<file path="src/shared/ihw_defines.svh">
// Register offsets, field positions and reset values of the indirect host write port
`ifndef IHW_DEFINES_SVH
`define IHW_DEFINES_SVH
`define IHW_PANEL_W   8'h16
`define IHW_PANEL_HLO 8'h1A
`define IHW_PANEL_HHI 8'h1C
`define IHW_DISP_SRC  8'h2A
`define IHW_WCTL      8'h52
`define IHW_KEY_LO    8'h54
`define IHW_KEY_HI    8'h56
`define IHW_XS        8'h5A
`define IHW_XE        8'h5C
`define IHW_YS_LO     8'h5E
`define IHW_YS_HI     8'h60
`define IHW_YE_LO     8'h62
`define IHW_YE_HI     8'h64
`define IHW_PORT_LO   8'h66
`define IHW_PORT_HI   8'h67
`define IHW_BUF_SIZE  8'h90
`define IHW_REG_STEP  8'h02
`define IHW_RST8      8'h00
`define IHW_STRAP_RST 1'b1
`define IHW_BSEL_HI   7
`define IHW_BSEL_LO   4
`define IHW_TRANS_BIT 3
`define IHW_MIR_BIT   1
`define IHW_ROT_BIT   0
`define IHW_APB_CMD   12'h000
`define IHW_APB_WDAT  12'h004
`define IHW_APB_RDAT  12'h008
`define IHW_APB_STAT  12'h00C
`define IHW_CMD_ADDR  0
`define IHW_CMD_WR    1
`endif

</file>
<file path="src/shared/ihw_pkg.sv">
// Types shared by both ends of the indirect host write port
`default_nettype none
package ihw_pkg;
  typedef enum logic {IHW_WK_IDLE, IHW_WK_RUN} ihw_walk_t;
  typedef enum logic [1:0] {IHW_H_IDLE, IHW_H_ISSUE, IHW_H_WAIT} ihw_hst_t;
endpackage
`default_nettype wire

</file>
<file path="src/shared/ihw_if.sv">
// Parallel host port between host controller and display write port
`timescale 1ns/10ps
`default_nettype none
interface ihw_if;
  logic        req;
  logic        is_addr;
  logic        wr;
  logic [15:0] wdata;
  logic [15:0] rdata;
  logic        rvalid;
  logic        bus_width_strap;
  modport dev  (input req, is_addr, wr, wdata, bus_width_strap, output rdata, rvalid);
  modport host (output req, is_addr, wr, wdata, bus_width_strap, input rdata, rvalid);
endinterface
`default_nettype wire

</file>
<file path="src/core/ihw_map.sv">
// Window pixel to buffer offset with mirror and rotation
`timescale 1ns/10ps
`default_nettype none
module ihw_map (
  input  wire logic [10:0] x,
  input  wire logic [9:0]  y,
  input  wire logic [7:0]  pw,
  input  wire logic [9:0]  ph,
  input  wire logic        mir,
  input  wire logic        rot,
  output logic      [20:0] off
);
  logic [10:0] wpx;
  logic [10:0] xf;
  logic [9:0]  yf;
  always_comb begin
    wpx = {pw, 3'b000};
    xf  = (mir ^ rot) ? (wpx - 11'd1 - x) : x;
    yf  = rot ? (ph - 10'd1 - y) : y;
    off = ({11'd0, yf} * {10'd0, wpx}) + {10'd0, xf};
  end
endmodule
`default_nettype wire

</file>
<file path="src/core/ihw_dev.sv">
// Device end: indirect register port and write window engine
//
// Decided for this implementation: register access over APB.
`timescale 1ns/10ps
`default_nettype none
`include "ihw_defines.svh"
// Summary of operation
// - Registers are 8-bit; pixel port 16-bit
// - 16-bit bus: registers use low lanes
// - Pixel port: both bytes wide, low only narrow
// - Host writes address, then data cycles
// - Data access advances register or memory address
// - Register address is eight bits
// - Display memory is never read back
// - Host writes six coordinates from X start
// - After coordinates, address lands on pixel port
// - Direct port bursts reuse old coordinates
// - X in eight pixel units, Y lines
// - Coordinates relative to display top left
// - Write control upper nibble picks buffer
// - Display source upper nibble picks buffer
// - At most sixteen buffers, sized by register
// - Window writes overwrite buffer contents
// - Transparency skips pixels equal key colour
// - Rotation stores data turned 180 degrees
// - Mirror stores each line reversed
// - Both: mirror then rotate
// - Host sets panel size before pixels
module ihw_dev
  import ihw_pkg::*;
(
  input  wire logic        pclk,
  input  wire logic        presetn,
  ihw_if.dev               hp,
  output logic             mem_we,
  output logic [3:0]       mem_buf,
  output logic [23:0]      mem_addr,
  output logic [15:0]      mem_data,
  output logic [3:0]       disp_src,
  output logic             walk_busy
);
  logic [2:0]  sync_r;
  logic        bus8_r;
  logic [7:0]  addr_r;
  logic [7:0]  pw_r, phl_r, phh_r, src_r, wctl_r, kl_r, kh_r;
  logic [7:0]  xs_r, xe_r, ysl_r, ysh_r, yel_r, yeh_r, bsz_r;
  logic [7:0]  rd_mux;
  logic [15:0] rdata_r;
  logic        rvalid_r;
  logic        half_r;
  logic [7:0]  lat_r;
  logic [10:0] cx_r;
  logic [9:0]  cy_r;
  ihw_walk_t   st_r;
  logic        mem_we_r;
  logic [3:0]  mem_buf_r;
  logic [23:0] mem_addr_r;
  logic [15:0] mem_data_r;
  logic        data_acc, addr_wr, port_hit, wr_reg, wr_port, pix_go, ld, skip;
  logic [15:0] pix;
  logic [20:0] off;
  logic [11:0] base;
  logic [10:0] xstart, xend;
  logic [9:0]  ystart, yend, ph;

  // Bus width strap filter
  always_ff @(posedge pclk or negedge presetn) begin
    if (!presetn) begin
      sync_r <= {3{`IHW_STRAP_RST}};
      bus8_r <= `IHW_STRAP_RST;
    end else begin
      sync_r <= {sync_r[1:0], hp.bus_width_strap};
      if (sync_r[1] == sync_r[2]) begin
        bus8_r <= sync_r[2];
      end
    end
  end

  always_comb begin
    data_acc = hp.req & ~hp.is_addr;
    addr_wr  = hp.req & hp.is_addr & hp.wr;
    port_hit = (addr_r == `IHW_PORT_LO) | (addr_r == `IHW_PORT_HI);
    wr_reg   = data_acc & hp.wr & ~port_hit;
    wr_port  = data_acc & hp.wr & port_hit;
    pix_go   = wr_port & (~bus8_r | half_r);
    pix      = bus8_r ? {hp.wdata[7:0], lat_r} : hp.wdata;
    ld       = (addr_wr & (hp.wdata[7:0] == `IHW_PORT_LO))
             | (wr_reg & (addr_r == `IHW_YE_HI));
    xstart   = {xs_r, 3'b000};
    xend     = {xe_r, 3'b111};
    ystart   = {ysh_r[1:0], ysl_r};
    yend     = {yeh_r[1:0], yel_r};
    ph       = {phh_r[1:0], phl_r};
    base     = {8'h00, wctl_r[`IHW_BSEL_HI:`IHW_BSEL_LO]} * {4'h0, bsz_r};
    skip     = wctl_r[`IHW_TRANS_BIT] & (pix == {kh_r, kl_r});
  end

  // Register address pointer
  always_ff @(posedge pclk or negedge presetn) begin
    if (!presetn) begin
      addr_r <= `IHW_RST8;
    end else if (addr_wr) begin
      addr_r <= hp.wdata[7:0];
    end else if (data_acc & ~port_hit) begin
      addr_r <= addr_r + `IHW_REG_STEP;
    end
  end

  // Register file, low lanes only
  always_ff @(posedge pclk or negedge presetn) begin
    if (!presetn) begin
      {pw_r, phl_r, phh_r, src_r, wctl_r, kl_r, kh_r} <= '0;
      {xs_r, xe_r, ysl_r, ysh_r, yel_r, yeh_r, bsz_r} <= '0;
    end else if (wr_reg) begin
      case (addr_r)
        `IHW_PANEL_W:   pw_r   <= hp.wdata[7:0];
        `IHW_PANEL_HLO: phl_r  <= hp.wdata[7:0];
        `IHW_PANEL_HHI: phh_r  <= hp.wdata[7:0];
        `IHW_DISP_SRC:  src_r  <= hp.wdata[7:0];
        `IHW_WCTL:      wctl_r <= hp.wdata[7:0];
        `IHW_KEY_LO:    kl_r   <= hp.wdata[7:0];
        `IHW_KEY_HI:    kh_r   <= hp.wdata[7:0];
        `IHW_XS:        xs_r   <= hp.wdata[7:0];
        `IHW_XE:        xe_r   <= hp.wdata[7:0];
        `IHW_YS_LO:     ysl_r  <= hp.wdata[7:0];
        `IHW_YS_HI:     ysh_r  <= hp.wdata[7:0];
        `IHW_YE_LO:     yel_r  <= hp.wdata[7:0];
        `IHW_YE_HI:     yeh_r  <= hp.wdata[7:0];
        `IHW_BUF_SIZE:  bsz_r  <= hp.wdata[7:0];
        default:        ;
      endcase
    end
  end

  // Read back, pixel port reads as zero
  always_comb begin
    case (addr_r)
      `IHW_PANEL_W:   rd_mux = pw_r;
      `IHW_PANEL_HLO: rd_mux = phl_r;
      `IHW_PANEL_HHI: rd_mux = phh_r;
      `IHW_DISP_SRC:  rd_mux = src_r;
      `IHW_WCTL:      rd_mux = wctl_r;
      `IHW_KEY_LO:    rd_mux = kl_r;
      `IHW_KEY_HI:    rd_mux = kh_r;
      `IHW_XS:        rd_mux = xs_r;
      `IHW_XE:        rd_mux = xe_r;
      `IHW_YS_LO:     rd_mux = ysl_r;
      `IHW_YS_HI:     rd_mux = ysh_r;
      `IHW_YE_LO:     rd_mux = yel_r;
      `IHW_YE_HI:     rd_mux = yeh_r;
      `IHW_BUF_SIZE:  rd_mux = bsz_r;
      default:        rd_mux = `IHW_RST8;
    endcase
  end

  always_ff @(posedge pclk or negedge presetn) begin
    if (!presetn) begin
      rdata_r  <= '0;
      rvalid_r <= 1'b0;
    end else begin
      rvalid_r <= data_acc & ~hp.wr;
      if (data_acc & ~hp.wr) begin
        rdata_r <= {8'h00, rd_mux};
      end
    end
  end

  // Byte pairing on the narrow bus
  always_ff @(posedge pclk or negedge presetn) begin
    if (!presetn) begin
      half_r <= 1'b0;
      lat_r  <= `IHW_RST8;
    end else if (addr_wr) begin
      half_r <= 1'b0;
    end else if (wr_port & bus8_r) begin
      half_r <= ~half_r;
      lat_r  <= hp.wdata[7:0];
    end
  end

  // Window walk
  always_ff @(posedge pclk or negedge presetn) begin
    if (!presetn) begin
      st_r <= IHW_WK_IDLE;
      cx_r <= '0;
      cy_r <= '0;
    end else if (ld) begin
      st_r <= IHW_WK_RUN;
      cx_r <= xstart;
      cy_r <= ystart;
    end else if (pix_go) begin
      case (st_r)
        IHW_WK_RUN: begin
          if (cx_r == xend) begin
            cx_r <= xstart;
            if (cy_r == yend) begin
              st_r <= IHW_WK_IDLE;
            end else begin
              cy_r <= cy_r + 10'd1;
            end
          end else begin
            cx_r <= cx_r + 11'd1;
          end
        end
        default: st_r <= IHW_WK_IDLE;
      endcase
    end
  end

  ihw_map u_map (
    .x   (cx_r),
    .y   (cy_r),
    .pw  (pw_r),
    .ph  (ph),
    .mir (wctl_r[`IHW_MIR_BIT]),
    .rot (wctl_r[`IHW_ROT_BIT]),
    .off (off)
  );

  // Buffer write port
  always_ff @(posedge pclk or negedge presetn) begin
    if (!presetn) begin
      mem_we_r   <= 1'b0;
      mem_buf_r  <= '0;
      mem_addr_r <= '0;
      mem_data_r <= '0;
    end else begin
      mem_we_r <= pix_go & (st_r == IHW_WK_RUN) & ~skip;
      if (pix_go) begin
        mem_buf_r  <= wctl_r[`IHW_BSEL_HI:`IHW_BSEL_LO];
        mem_addr_r <= {base, 12'h000} + {3'b000, off};
        mem_data_r <= pix;
      end
    end
  end

  assign hp.rdata  = rdata_r;
  assign hp.rvalid = rvalid_r;
  assign mem_we    = mem_we_r;
  assign mem_buf   = mem_buf_r;
  assign mem_addr  = mem_addr_r;
  assign mem_data  = mem_data_r;
  assign disp_src  = src_r[`IHW_BSEL_HI:`IHW_BSEL_LO];
  assign walk_busy = (st_r == IHW_WK_RUN);
endmodule
`default_nettype wire

</file>
<file path="src/flat_wrapper.sv">
// flat-port wrapper written by rule: the top's interface ports become plain ports
module ihw_dev_flat import ihw_pkg::*;
  (pclk, presetn, mem_we, mem_buf, mem_addr, mem_data, disp_src, walk_busy, hp_req, hp_is_addr, hp_wr, hp_wdata, hp_bus_width_strap, hp_rdata, hp_rvalid);
  ihw_if hp_i ();
  input  wire logic pclk;
  input  wire logic presetn;
  output logic mem_we;
  output logic [3:0] mem_buf;
  output logic [23:0] mem_addr;
  output logic [15:0] mem_data;
  output logic [3:0] disp_src;
  output logic walk_busy;
  input wire logic [$bits(hp_i.req)-1:0] hp_req;
  input wire logic [$bits(hp_i.is_addr)-1:0] hp_is_addr;
  input wire logic [$bits(hp_i.wr)-1:0] hp_wr;
  input wire logic [$bits(hp_i.wdata)-1:0] hp_wdata;
  input wire logic [$bits(hp_i.bus_width_strap)-1:0] hp_bus_width_strap;
  output wire logic [$bits(hp_i.rdata)-1:0] hp_rdata;
  output wire logic [$bits(hp_i.rvalid)-1:0] hp_rvalid;
  assign hp_i.req = hp_req;
  assign hp_i.is_addr = hp_is_addr;
  assign hp_i.wr = hp_wr;
  assign hp_i.wdata = hp_wdata;
  assign hp_i.bus_width_strap = hp_bus_width_strap;
  assign hp_rdata = hp_i.rdata;
  assign hp_rvalid = hp_i.rvalid;
  ihw_dev u_core (.pclk(pclk), .presetn(presetn), .hp(hp_i), .mem_we(mem_we), .mem_buf(mem_buf), .mem_addr(mem_addr), .mem_data(mem_data), .disp_src(disp_src), .walk_busy(walk_busy));
endmodule
</file>
<file path="config.mk">
export PLATFORM = sky130hd
export DESIGN_NAME = ihw_dev_flat
export DESIGN_NICKNAME = d
export VERILOG_FILES = /design/src/shared/ihw_pkg.sv /design/src/shared/ihw_if.sv /design/src/core/ihw_map.sv /design/src/core/ihw_dev.sv /design/src/flat_wrapper.sv
export VERILOG_INCLUDE_DIRS = /design/src /design/src/shared
export SDC_FILE = /design/constraint.sdc
export NUM_CORES = 1
export LEC_CHECK = 0
export ABC_AREA = 1
export ABC_CLOCK_PERIOD_IN_PS = 9600
export BUFFER_PORTS_ARGS = -buffer_cell sky130_fd_sc_hd__buf_4
export CORE_MARGIN = 2
export CORE_UTILIZATION = 55
export DETAILED_ROUTE_END_ITERATION = 12
export PLACE_DENSITY = 0.83
export SLEW_MARGIN = 5
export SYNTH_ARGS = -nofsm -noshare
export SYNTH_HDL_FRONTEND = slang
export SYNTH_SLANG_ARGS = --single-unit
</file>
<file path="constraint.sdc">
create_clock -name pclk -period 9.6 [get_ports pclk]
set_clock_uncertainty 0.15 [all_clocks]
set_input_delay 1.92 -clock pclk [delete_from_list [all_inputs] [get_ports pclk]]
set_output_delay 1.92 -clock pclk [all_outputs]
set_load 0.03 [all_outputs]
</file>
==> results.md, run 1 <==
- Warnings from Yosys: 0
- Area share of the largest cell type after synthesis: 32.8%
- DRC errors left: 0
- Gates resized, CTS repair: 0
- Synthesized flop and latch total: 209
- Number of H-tree branching levels: 1
- Slew @ Worst Pin: 1020 ps
- I/O pins: 89
- Initial standard-cell utilization of the core: 56.1%
- Total design power: 2.36 mW
- Number of antenna violations at the first check in global routing: 0
- Number of flops mapped to enable cells by yosys: 0
- Number of maximum-capacitance constraint violations: 0
- Lkg Pwr: 8.87 nW
- Status: finished clean
- Clock period minus final worst setup slack: 8070 ps
- Top_reg_cell synth: sky130_fd_sc_hd__dfrtp_1
- Half-perimeter wire length of the detailed placement result: 32.7 mm
- Netlist cell types: 54
- Maximum fanout encountered on the critical timing path: 6
- Critical Path Start Type: flop
- Weighted congestion reported at the end of routability-driven placement: 0.964
- Number of endpoints failing setup at the final stage: 0
- Maximum clock frequency: 124 MHz
- Maximum vdd drop: 0.000136 V
- Unrepaired setup endpoints after global routing: false
- Syn Std Cell Area: 15600 um2
- Average wire per cell in the routed design: 17.0 um
- Core utilization of the finished layout: 61.8%
- Sequential-to-total area share from yosys stat: 33.5%
- Layout-stage area growth over the synthesis result: 10.1%
- Async set-or-reset flop fraction in the synthesized netlist: 100%
- Top-count cell post-synth: sky130_fd_sc_hd__nand2_1
- First element of the critical path: u_core.cy_r[0]$_DFFE_PN0P_
- Post-Route WL: 43.1 mm
- Total grt overflow: 0
- Total count of max-transition violations in the final report: 0
- Critical path destination: u_core.mem_addr[22]$_DFFE_PN0P_
- Floorplan Core Area: 27900 um2
- Antenna diodes: 0
- Cell accounting for the most synthesized area: sky130_fd_sc_hd__dfrtp_1
- Top cells by instance count after synthesis: 618 x sky130_fd_sc_hd__nand2_1, 254 x sky130_fd_sc_hd__inv_1, 205 x sky130_fd_sc_hd__dfrtp_1, 139 x sky130_fd_sc_hd__nor2_1, 135 x sky130_fd_sc_hd__o21ai_0
- Hold WC Path Type: reg -> reg
- Overall track demand over capacity in global routing: 29.1%
- Number of violations reported at the end of detailed-routing iteration 0: 1285
- Setup CP Type: reg -> reg
- Vertical die dimension: 173 um
- Hold Vio Cnt, Final: 0
- CTS tree: yes
- Worst rel slew slack: 32.0%
- First-pass GRT wire length: 70.9 mm
- First drt pass iteration count: 6
- Register clock-pin slew on the reported worst setup and hold paths: 60 ps
- Reg2Reg Setup Slack: 1530 ps
- Fin nets: 2310
- Clock latency on the worst-skew pair: 540 ps
- Gate Count Post-Synth: 2085
- Post-DR vias/cell: 5.61
- Number of buffers on the longest clock path: 3
- Worst path most repeated cell: sky130_fd_sc_hd__nand2_1
- Capturing element type of the critical path: flop
- Total power divided by cell area: 137 nW/um2
- Tcrit/Tclk final: 84.0%
- Leading cell types by total area after synthesis: sky130_fd_sc_hd__dfrtp_1 33%, sky130_fd_sc_hd__nand2_1 15%, sky130_fd_sc_hd__fa_1 8.2%
- Site row count: 61
- Count of input and output buffers: 80
- Arrival time of data at the critical path endpoint: 8400 ps
- Post CTS Setup Buffer Count: 0
- Number of buffers added by the clock tree synthesis step: 23
- Mean instance size in the synthesized netlist: 7.50 um2
- Cell with the largest stage delay on the worst path: sky130_fd_sc_hd__fa_1
- Clock Sinks: 209
- Number of hold buffers added after cts: 0
- RR Startpoint: u_core.cy_r[0]$_DFFE_PN0P_
- Cell at the root of the clock tree: sky130_fd_sc_hd__clkbuf_16
- Fin Setup TNS: 0 ps
- Ratio of cells with drive above 1 in the final layout: 8.79%
- Required time worst endpoint: 9930 ps
- Via count: 14200
- Horizontal extent of the die: 173 um
- Pin count of the biggest net entering global routing: 99
- Area of the die: 29800 um2
- Post-route antenna net violation count: 0
- Number of global-route vias before repair: 14000
- Maximum single-stage delay on the critical path: 540 ps
- Length in cells of the worst reg-to-reg path: 38
- Critical R2R Capture: u_core.mem_addr[22]$_DFFE_PN0P_
per-layer routing:
layer | vias to the layer above | part of all wire, % | wire length (um) | global-route usage (%)
li1 | 6768 | - | - | -
met1 | 6702 | 42 | 17900 | 37.4
met3 | 121 | 7.2 | 3100 | 4.18
met5 | - | 0 | 0 | 0
met4 | 0 | 4.4 | 1900 | 11.7
met2 | 591 | 47 | 20200 | 49.8
flip-flops by register name, indices dropped and copies added, names as in the netlist, 10 cells and up:
name             cells
u_core.cy_r         10
u_core.mem_addr     24
u_core.cx_r         11
u_core.mem_data     16
per-stage QoR:
stage / hold WS (ps) / cells / cell area (um2) / worst slack (ps)
2_1_floorplan: 195 / 2092 / 15700 / 2510
3_3_place_gp: 198 / 2487 / 16400 / 1920
3_5_place_dp: 199 / 2487 / 16400 / 1600
4_1_cts: 208 / 2528 / 17200 / 1580
5_1_grt: 215 / 2528 / 17200 / 796
6_report: 206 / 2528 / 17200 / 1530
worst max-delay path: cells and delay by family (launching register included):
| kind | cells | cell delay, ps |
|---|---|---|
| AOI/OAI and AO/OA | 6 | 1180 |
| xor gates and xnor gates | 3 | 480 |
| adders and majority gates | 9 | 3640 |
| buffers and inverters | 5 | 420 |
| DFF | 1 | 450 |
| and+or+nand+nor | 15 | 1670 |
where the power goes:
group	total [mW]	switching [mW]	internal [mW]
Clock	0.910	0.374	0.537
Sequential	1.02	0.0787	0.941
Combinational	0.429	0.292	0.137
worst min path at each step:
| stage | cells past startpoint | end | slack (ps) | start |
|---|---|---|---|---|
| after floorplan | 0 | u_core.sync_r[1]$_DFF_PN1_ | 200 | u_core.sync_r[0]$_DFF_PN1_ |
| after global placement | 0 | u_core.sync_r[1]$_DFF_PN1_ | 200 | u_core.sync_r[0]$_DFF_PN1_ |
| after detailed placement | 0 | u_core.sync_r[1]$_DFF_PN1_ | 200 | u_core.sync_r[0]$_DFF_PN1_ |
| after CTS | 0 | u_core.sync_r[1]$_DFF_PN1_ | 210 | u_core.sync_r[0]$_DFF_PN1_ |
| after global routing | 0 | u_core.sync_r[1]$_DFF_PN1_ | 210 | u_core.sync_r[0]$_DFF_PN1_ |
| final | 0 | u_core.sync_r[1]$_DFF_PN1_ | 210 | u_core.sync_r[0]$_DFF_PN1_ |
placed cells by master, fill, tap and decap left out, types with 4 or more instances in the layout:
| master | netlist | routed |
|---|---|---|
| sky130_fd_sc_hd__xnor2_1 | 15 | 15 |
| sky130_fd_sc_hd__nor2_4 | 8 | 8 |
| sky130_fd_sc_hd__or2_2 | 12 | 12 |
| sky130_fd_sc_hd__nor4_1 | 8 | 8 |
| sky130_fd_sc_hd__buf_4 | 13 | 84 |
| sky130_fd_sc_hd__o21ai_1 | 94 | 94 |
| sky130_fd_sc_hd__ha_1 | 90 | 90 |
| sky130_fd_sc_hd__clkbuf_1 | 37 | 5 |
| sky130_fd_sc_hd__dfrtp_1 | 205 | 205 |
| sky130_fd_sc_hd__nand2_1 | 618 | 618 |
| sky130_fd_sc_hd__a31oi_1 | 7 | 7 |
| sky130_fd_sc_hd__a21oi_1 | 61 | 61 |
| sky130_fd_sc_hd__nor3_1 | 29 | 29 |
| sky130_fd_sc_hd__inv_1 | 254 | 254 |
| sky130_fd_sc_hd__conb_1 | 1 | 8 |
| sky130_fd_sc_hd__nand4_1 | 29 | 29 |
| sky130_fd_sc_hd__dfstp_2 | 4 | 4 |
| sky130_fd_sc_hd__nand3b_1 | 4 | 4 |
| sky130_fd_sc_hd__o21ai_0 | 135 | 135 |
| sky130_fd_sc_hd__o21bai_1 | 6 | 6 |
| sky130_fd_sc_hd__xor2_1 | 54 | 54 |
| sky130_fd_sc_hd__inv_2 | 10 | 10 |
| sky130_fd_sc_hd__nand3_1 | 88 | 88 |
| sky130_fd_sc_hd__clkbuf_16 | 0 | 23 |
| sky130_fd_sc_hd__nand2_2 | 15 | 15 |
| sky130_fd_sc_hd__clkinv_1 | 5 | 5 |
| sky130_fd_sc_hd__o2111ai_1 | 10 | 10 |
| sky130_fd_sc_hd__fa_1 | 64 | 64 |
| sky130_fd_sc_hd__o21ai_2 | 7 | 7 |
| sky130_fd_sc_hd__nor2_1 | 139 | 139 |
| sky130_fd_sc_hd__clkbuf_8 | 0 | 6 |
| sky130_fd_sc_hd__a21o_1 | 5 | 5 |
| sky130_fd_sc_hd__o22ai_1 | 7 | 7 |
cell type report:
cell class                 instances  area, um2
clock buffer                      33        663
fill                            2428      10600
sequential                       209       5240
timing repair buffer              85        644
multi-input combinational       1544       9060
tap                              378        473
clock inverter                     8        111
inverter                         271       1020
cells by family after synthesis:
family,synth area share [%]
AND/OR/NAND/NOR,26.3
AO/OA/AOI/OAI,12.2
buffers and inverters,8.71
flip-flops,33.5
adder cells (fa/ha/maj),15.5
XOR/XNOR,3.87
other,0.0240
No activity file was read; power rests on OpenSTA's default activity.
==> run 2: changes to the inputs <==
--- a/config.mk
+++ b/config.mk
@@ -7,7 +7,7 @@
 export NUM_CORES = 1
 export LEC_CHECK = 0
 export ABC_AREA = 1
-export ABC_CLOCK_PERIOD_IN_PS = 9600
+export ABC_CLOCK_PERIOD_IN_PS = 8340
 export BUFFER_PORTS_ARGS = -buffer_cell sky130_fd_sc_hd__buf_4
 export CORE_MARGIN = 2
 export CORE_UTILIZATION = 55
==> constraint.sdc (replaced) <==
create_clock -name pclk -period 8.34 [get_ports pclk]
set_clock_uncertainty 0.15 [all_clocks]
set_input_delay 1.668 -clock pclk [delete_from_list [all_inputs] [get_ports pclk]]
set_output_delay 1.668 -clock pclk [all_outputs]
set_load 0.03 [all_outputs]
==> run 2 against run 1 <==
  * Global-route usage is 0.29 points higher
  * Non-clock buffer count stayed put
  * Maximum frequency grew 4.3%
  * First-iteration DRC count is 2.9% higher
  * Worst hold slack better by 0.72 ps
  * Clock power grew 16%
  * Wire length grew 0.81%
  * Critical path depth decreased by 3
  * Register-to-register slack worse by 930 ps
  * Flip-flop and latch count is the same
  * Critical path type unchanged
==> results.md, run 2 (same netlist as run 1, synthesis figures left out) <==
- Combined flip-flop and latch cell area: 5240 um2 (unchanged)
- Hold WC Path Type: reg -> reg
- Maximum clock frequency: 129 MHz (+4.3%)
- Layout-stage area growth over the synthesis result: 10.5%
- Pin count of the biggest net entering global routing: 99 (unchanged)
- I/O pins: 89 (unchanged)
- Weighted congestion reported at the end of routability-driven placement: 0.964 (unchanged)
- Number of buffers on the longest clock path: 3 (unchanged)
- Number of maximum-capacitance constraint violations: 0 (unchanged)
- Worst path most repeated cell: sky130_fd_sc_hd__nand2_1
- Area of the die: 29800 um2 (unchanged)
- Clock period minus final worst setup slack: 7730 ps (-333 ps)
- Number of global-route vias before repair: 13900 (-0.71%)
- Total count of max-transition violations in the final report: 0 (unchanged)
- Critical Path Start Type: flop
- Horizontal extent of the die: 173 um (unchanged)
- Total power divided by cell area: 158 nW/um2 (+15%)
- Cell with the largest stage delay on the worst path: sky130_fd_sc_hd__fa_1
- Antenna diodes: 0 (unchanged)
- Half-perimeter wire length of the detailed placement result: 32.6 mm (-0.24%)
- Floorplan Core Area: 27900 um2 (unchanged)
- Worst rel slew slack: 31.7% (-0.31 points)
- Vertical die dimension: 173 um (unchanged)
- Most frequent cells in the layout: 618 x sky130_fd_sc_hd__nand2_1, 254 x sky130_fd_sc_hd__inv_1, 205 x sky130_fd_sc_hd__dfrtp_1
- Average wire per cell in the routed design: 17.2 um (+0.73%)
- Cell at the root of the clock tree: sky130_fd_sc_hd__clkbuf_16
- Site row count: 61 (unchanged)
- Clock Sinks: 209 (unchanged)
- Arrival time of data at the critical path endpoint: 8060 ps (-340 ps)
- Number of violations reported at the end of detailed-routing iteration 0: 1322 (+2.9%)
- Hold Vio Cnt, Final: 0 (unchanged)
- Unrepaired setup endpoints after global routing: true
- Area taken by multi-input logic gates: 9090 um2 (+0.32%)
- First drt pass iteration count: 5 (-1)
- Count of input and output buffers: 80 (unchanged)
- Hold path depth: 0 (unchanged)
- Number of buffers added by the clock tree synthesis step: 24 (+4.3%)
- Number of antenna violations at the first check in global routing: 0 (unchanged)
- Post-route antenna net violation count: 0 (unchanged)
- Post-Route WL: 43.4 mm (+0.81%)
- Required time worst endpoint: 8670 ps (-1260 ps)
- Slew @ Worst Pin: 1020 ps (+4.64 ps)
- Capturing element type of the critical path: flop
- Post-Layout Inst Area: 17300 um2 (+0.33%)
- Number of flip-flops in the largest register: 24 (unchanged)
- Register clock-pin slew on the reported worst setup and hold paths: 60 ps (about the same)
- Initial standard-cell utilization of the core: 56.1% (unchanged)
- Overall track demand over capacity in global routing: 29.4% (+0.29 points)
- Lkg Pwr: 8.88 nW (+0.15%)
- Length in cells of the worst reg-to-reg path: 35 (-7.9%)
- Fin nets: 2311 (+0.043%)
- Via count: 14200 (-0.20%)
- Post-DR vias/cell: 5.59 (-0.28%)
- Number of fillers in the final layout: 2451 (+0.95%)
- Total grt overflow: 0 (unchanged)
- Maximum single-stage delay on the critical path: 550 ps (about the same)
- Setup ws final: 607 ps (-927 ps)
- Clock latency on the worst-skew pair: 560 ps (+20 ps)
- Setup CP Type: reg -> reg
- First-pass GRT wire length: 71.1 mm (+0.28%)
- DRC errors left: 0 (unchanged)
- Ratio of cells with drive above 1 in the final layout: 9.25% (+0.46 points)
- CTS tree: yes
- Status: finished clean
- Maximum fanout encountered on the critical timing path: 7 (+1)
- DP Worst Slack: 315 ps (-1280 ps)
- Most common cell after layout, fill and taps aside: sky130_fd_sc_hd__nand2_1
- Post-DP Area: 16400 um2 (unchanged)
- Maximum vdd drop: 0.000161 V (+18%)
- Tcrit/Tclk final: 92.7% (+8.7 points)
- Number of H-tree branching levels: 1 (unchanged)
- Number of endpoints failing setup at the final stage: 0 (unchanged)
==> run 2: worst max-delay path, delay by kind of cell (launching register included) <==
kind | cells | cell delay (ps)
AOI/OAI and AO/OA | 5 | 1120
xor gates and xnor gates | 3 | 490
and+or+nand+nor | 16 | 1580
DFF | 1 | 470
adders and majority gates | 8 | 3640
buffers and inverters | 3 | 200
==> run 2: worst paths after layout <==
check	start	to	slack (ps)
min in group asynchronous	presetn	u_core.mem_data[4]$_DFFE_PN0P_	1020
setup / recovery	u_core.cy_r[2]$_DFFE_PN0P_	u_core.mem_addr[22]$_DFFE_PN0P_	610
hold reg to reg	u_core.sync_r[0]$_DFF_PN1_	u_core.sync_r[1]$_DFF_PN1_	210
max in group asynchronous	presetn	u_core.pw_r[6]$_DFFE_PN0P_	5590
hold / removal	u_core.sync_r[0]$_DFF_PN1_	u_core.sync_r[1]$_DFF_PN1_	210
setup reg to reg	u_core.cy_r[2]$_DFFE_PN0P_	u_core.mem_addr[22]$_DFFE_PN0P_	610
==> run 2: through the flow <==
stage	instances	setup TNS, ps	power [mW]	hold slack, ps	util [%]
6_report	2530	0	2.72	207	62.0
5_1_grt	2530	-25.6	2.85	214	62.0
4_1_cts	2530	0	2.73	208	61.9
3_5_place_dp	2487	0	1.68	199	59.0
3_3_place_gp	2487	0	1.65	198	59.0
2_1_floorplan	2092	0	1.50	195	-
==> run 2: report_power, final <==
part           internal [mW]  leakage [nW]  switching, mW  total, mW
registers               1.08          2.85         0.0917       1.18
clock network          0.617         0.389          0.439       1.06
logic                  0.158          5.65          0.335      0.494
total                   1.86          8.88          0.866       2.72
==> run 2: metal layers <==
| metal | share of wire [%] | track usage (%) |
|---|---|---|
| met5 | 0 | 0 |
| met4 | 5.1 | 13.4 |
| met3 | 6.8 | 3.61 |
| met2 | 47 | 49.6 |
| met1 | 42 | 38.1 |
==> run 2: layout make-up <==
type	instances	area share, %
clock inverters	9	0.601
inverters	271	5.92
clock buffers	34	4.04
repair buffers	85	3.73
well taps	378	2.74
flip-flops and latches	209	30.3
multi-input cells	1544	52.6
==> run 2: what timing repair did <==
| action | in CTS | in global routing |
|---|---|---|
| setup buffers | 0 | 0 |
| hold buffers | 0 | 0 |
| resized for setup | 0 | 11 |
| endpoints found under the setup margin | 0 | 7 |
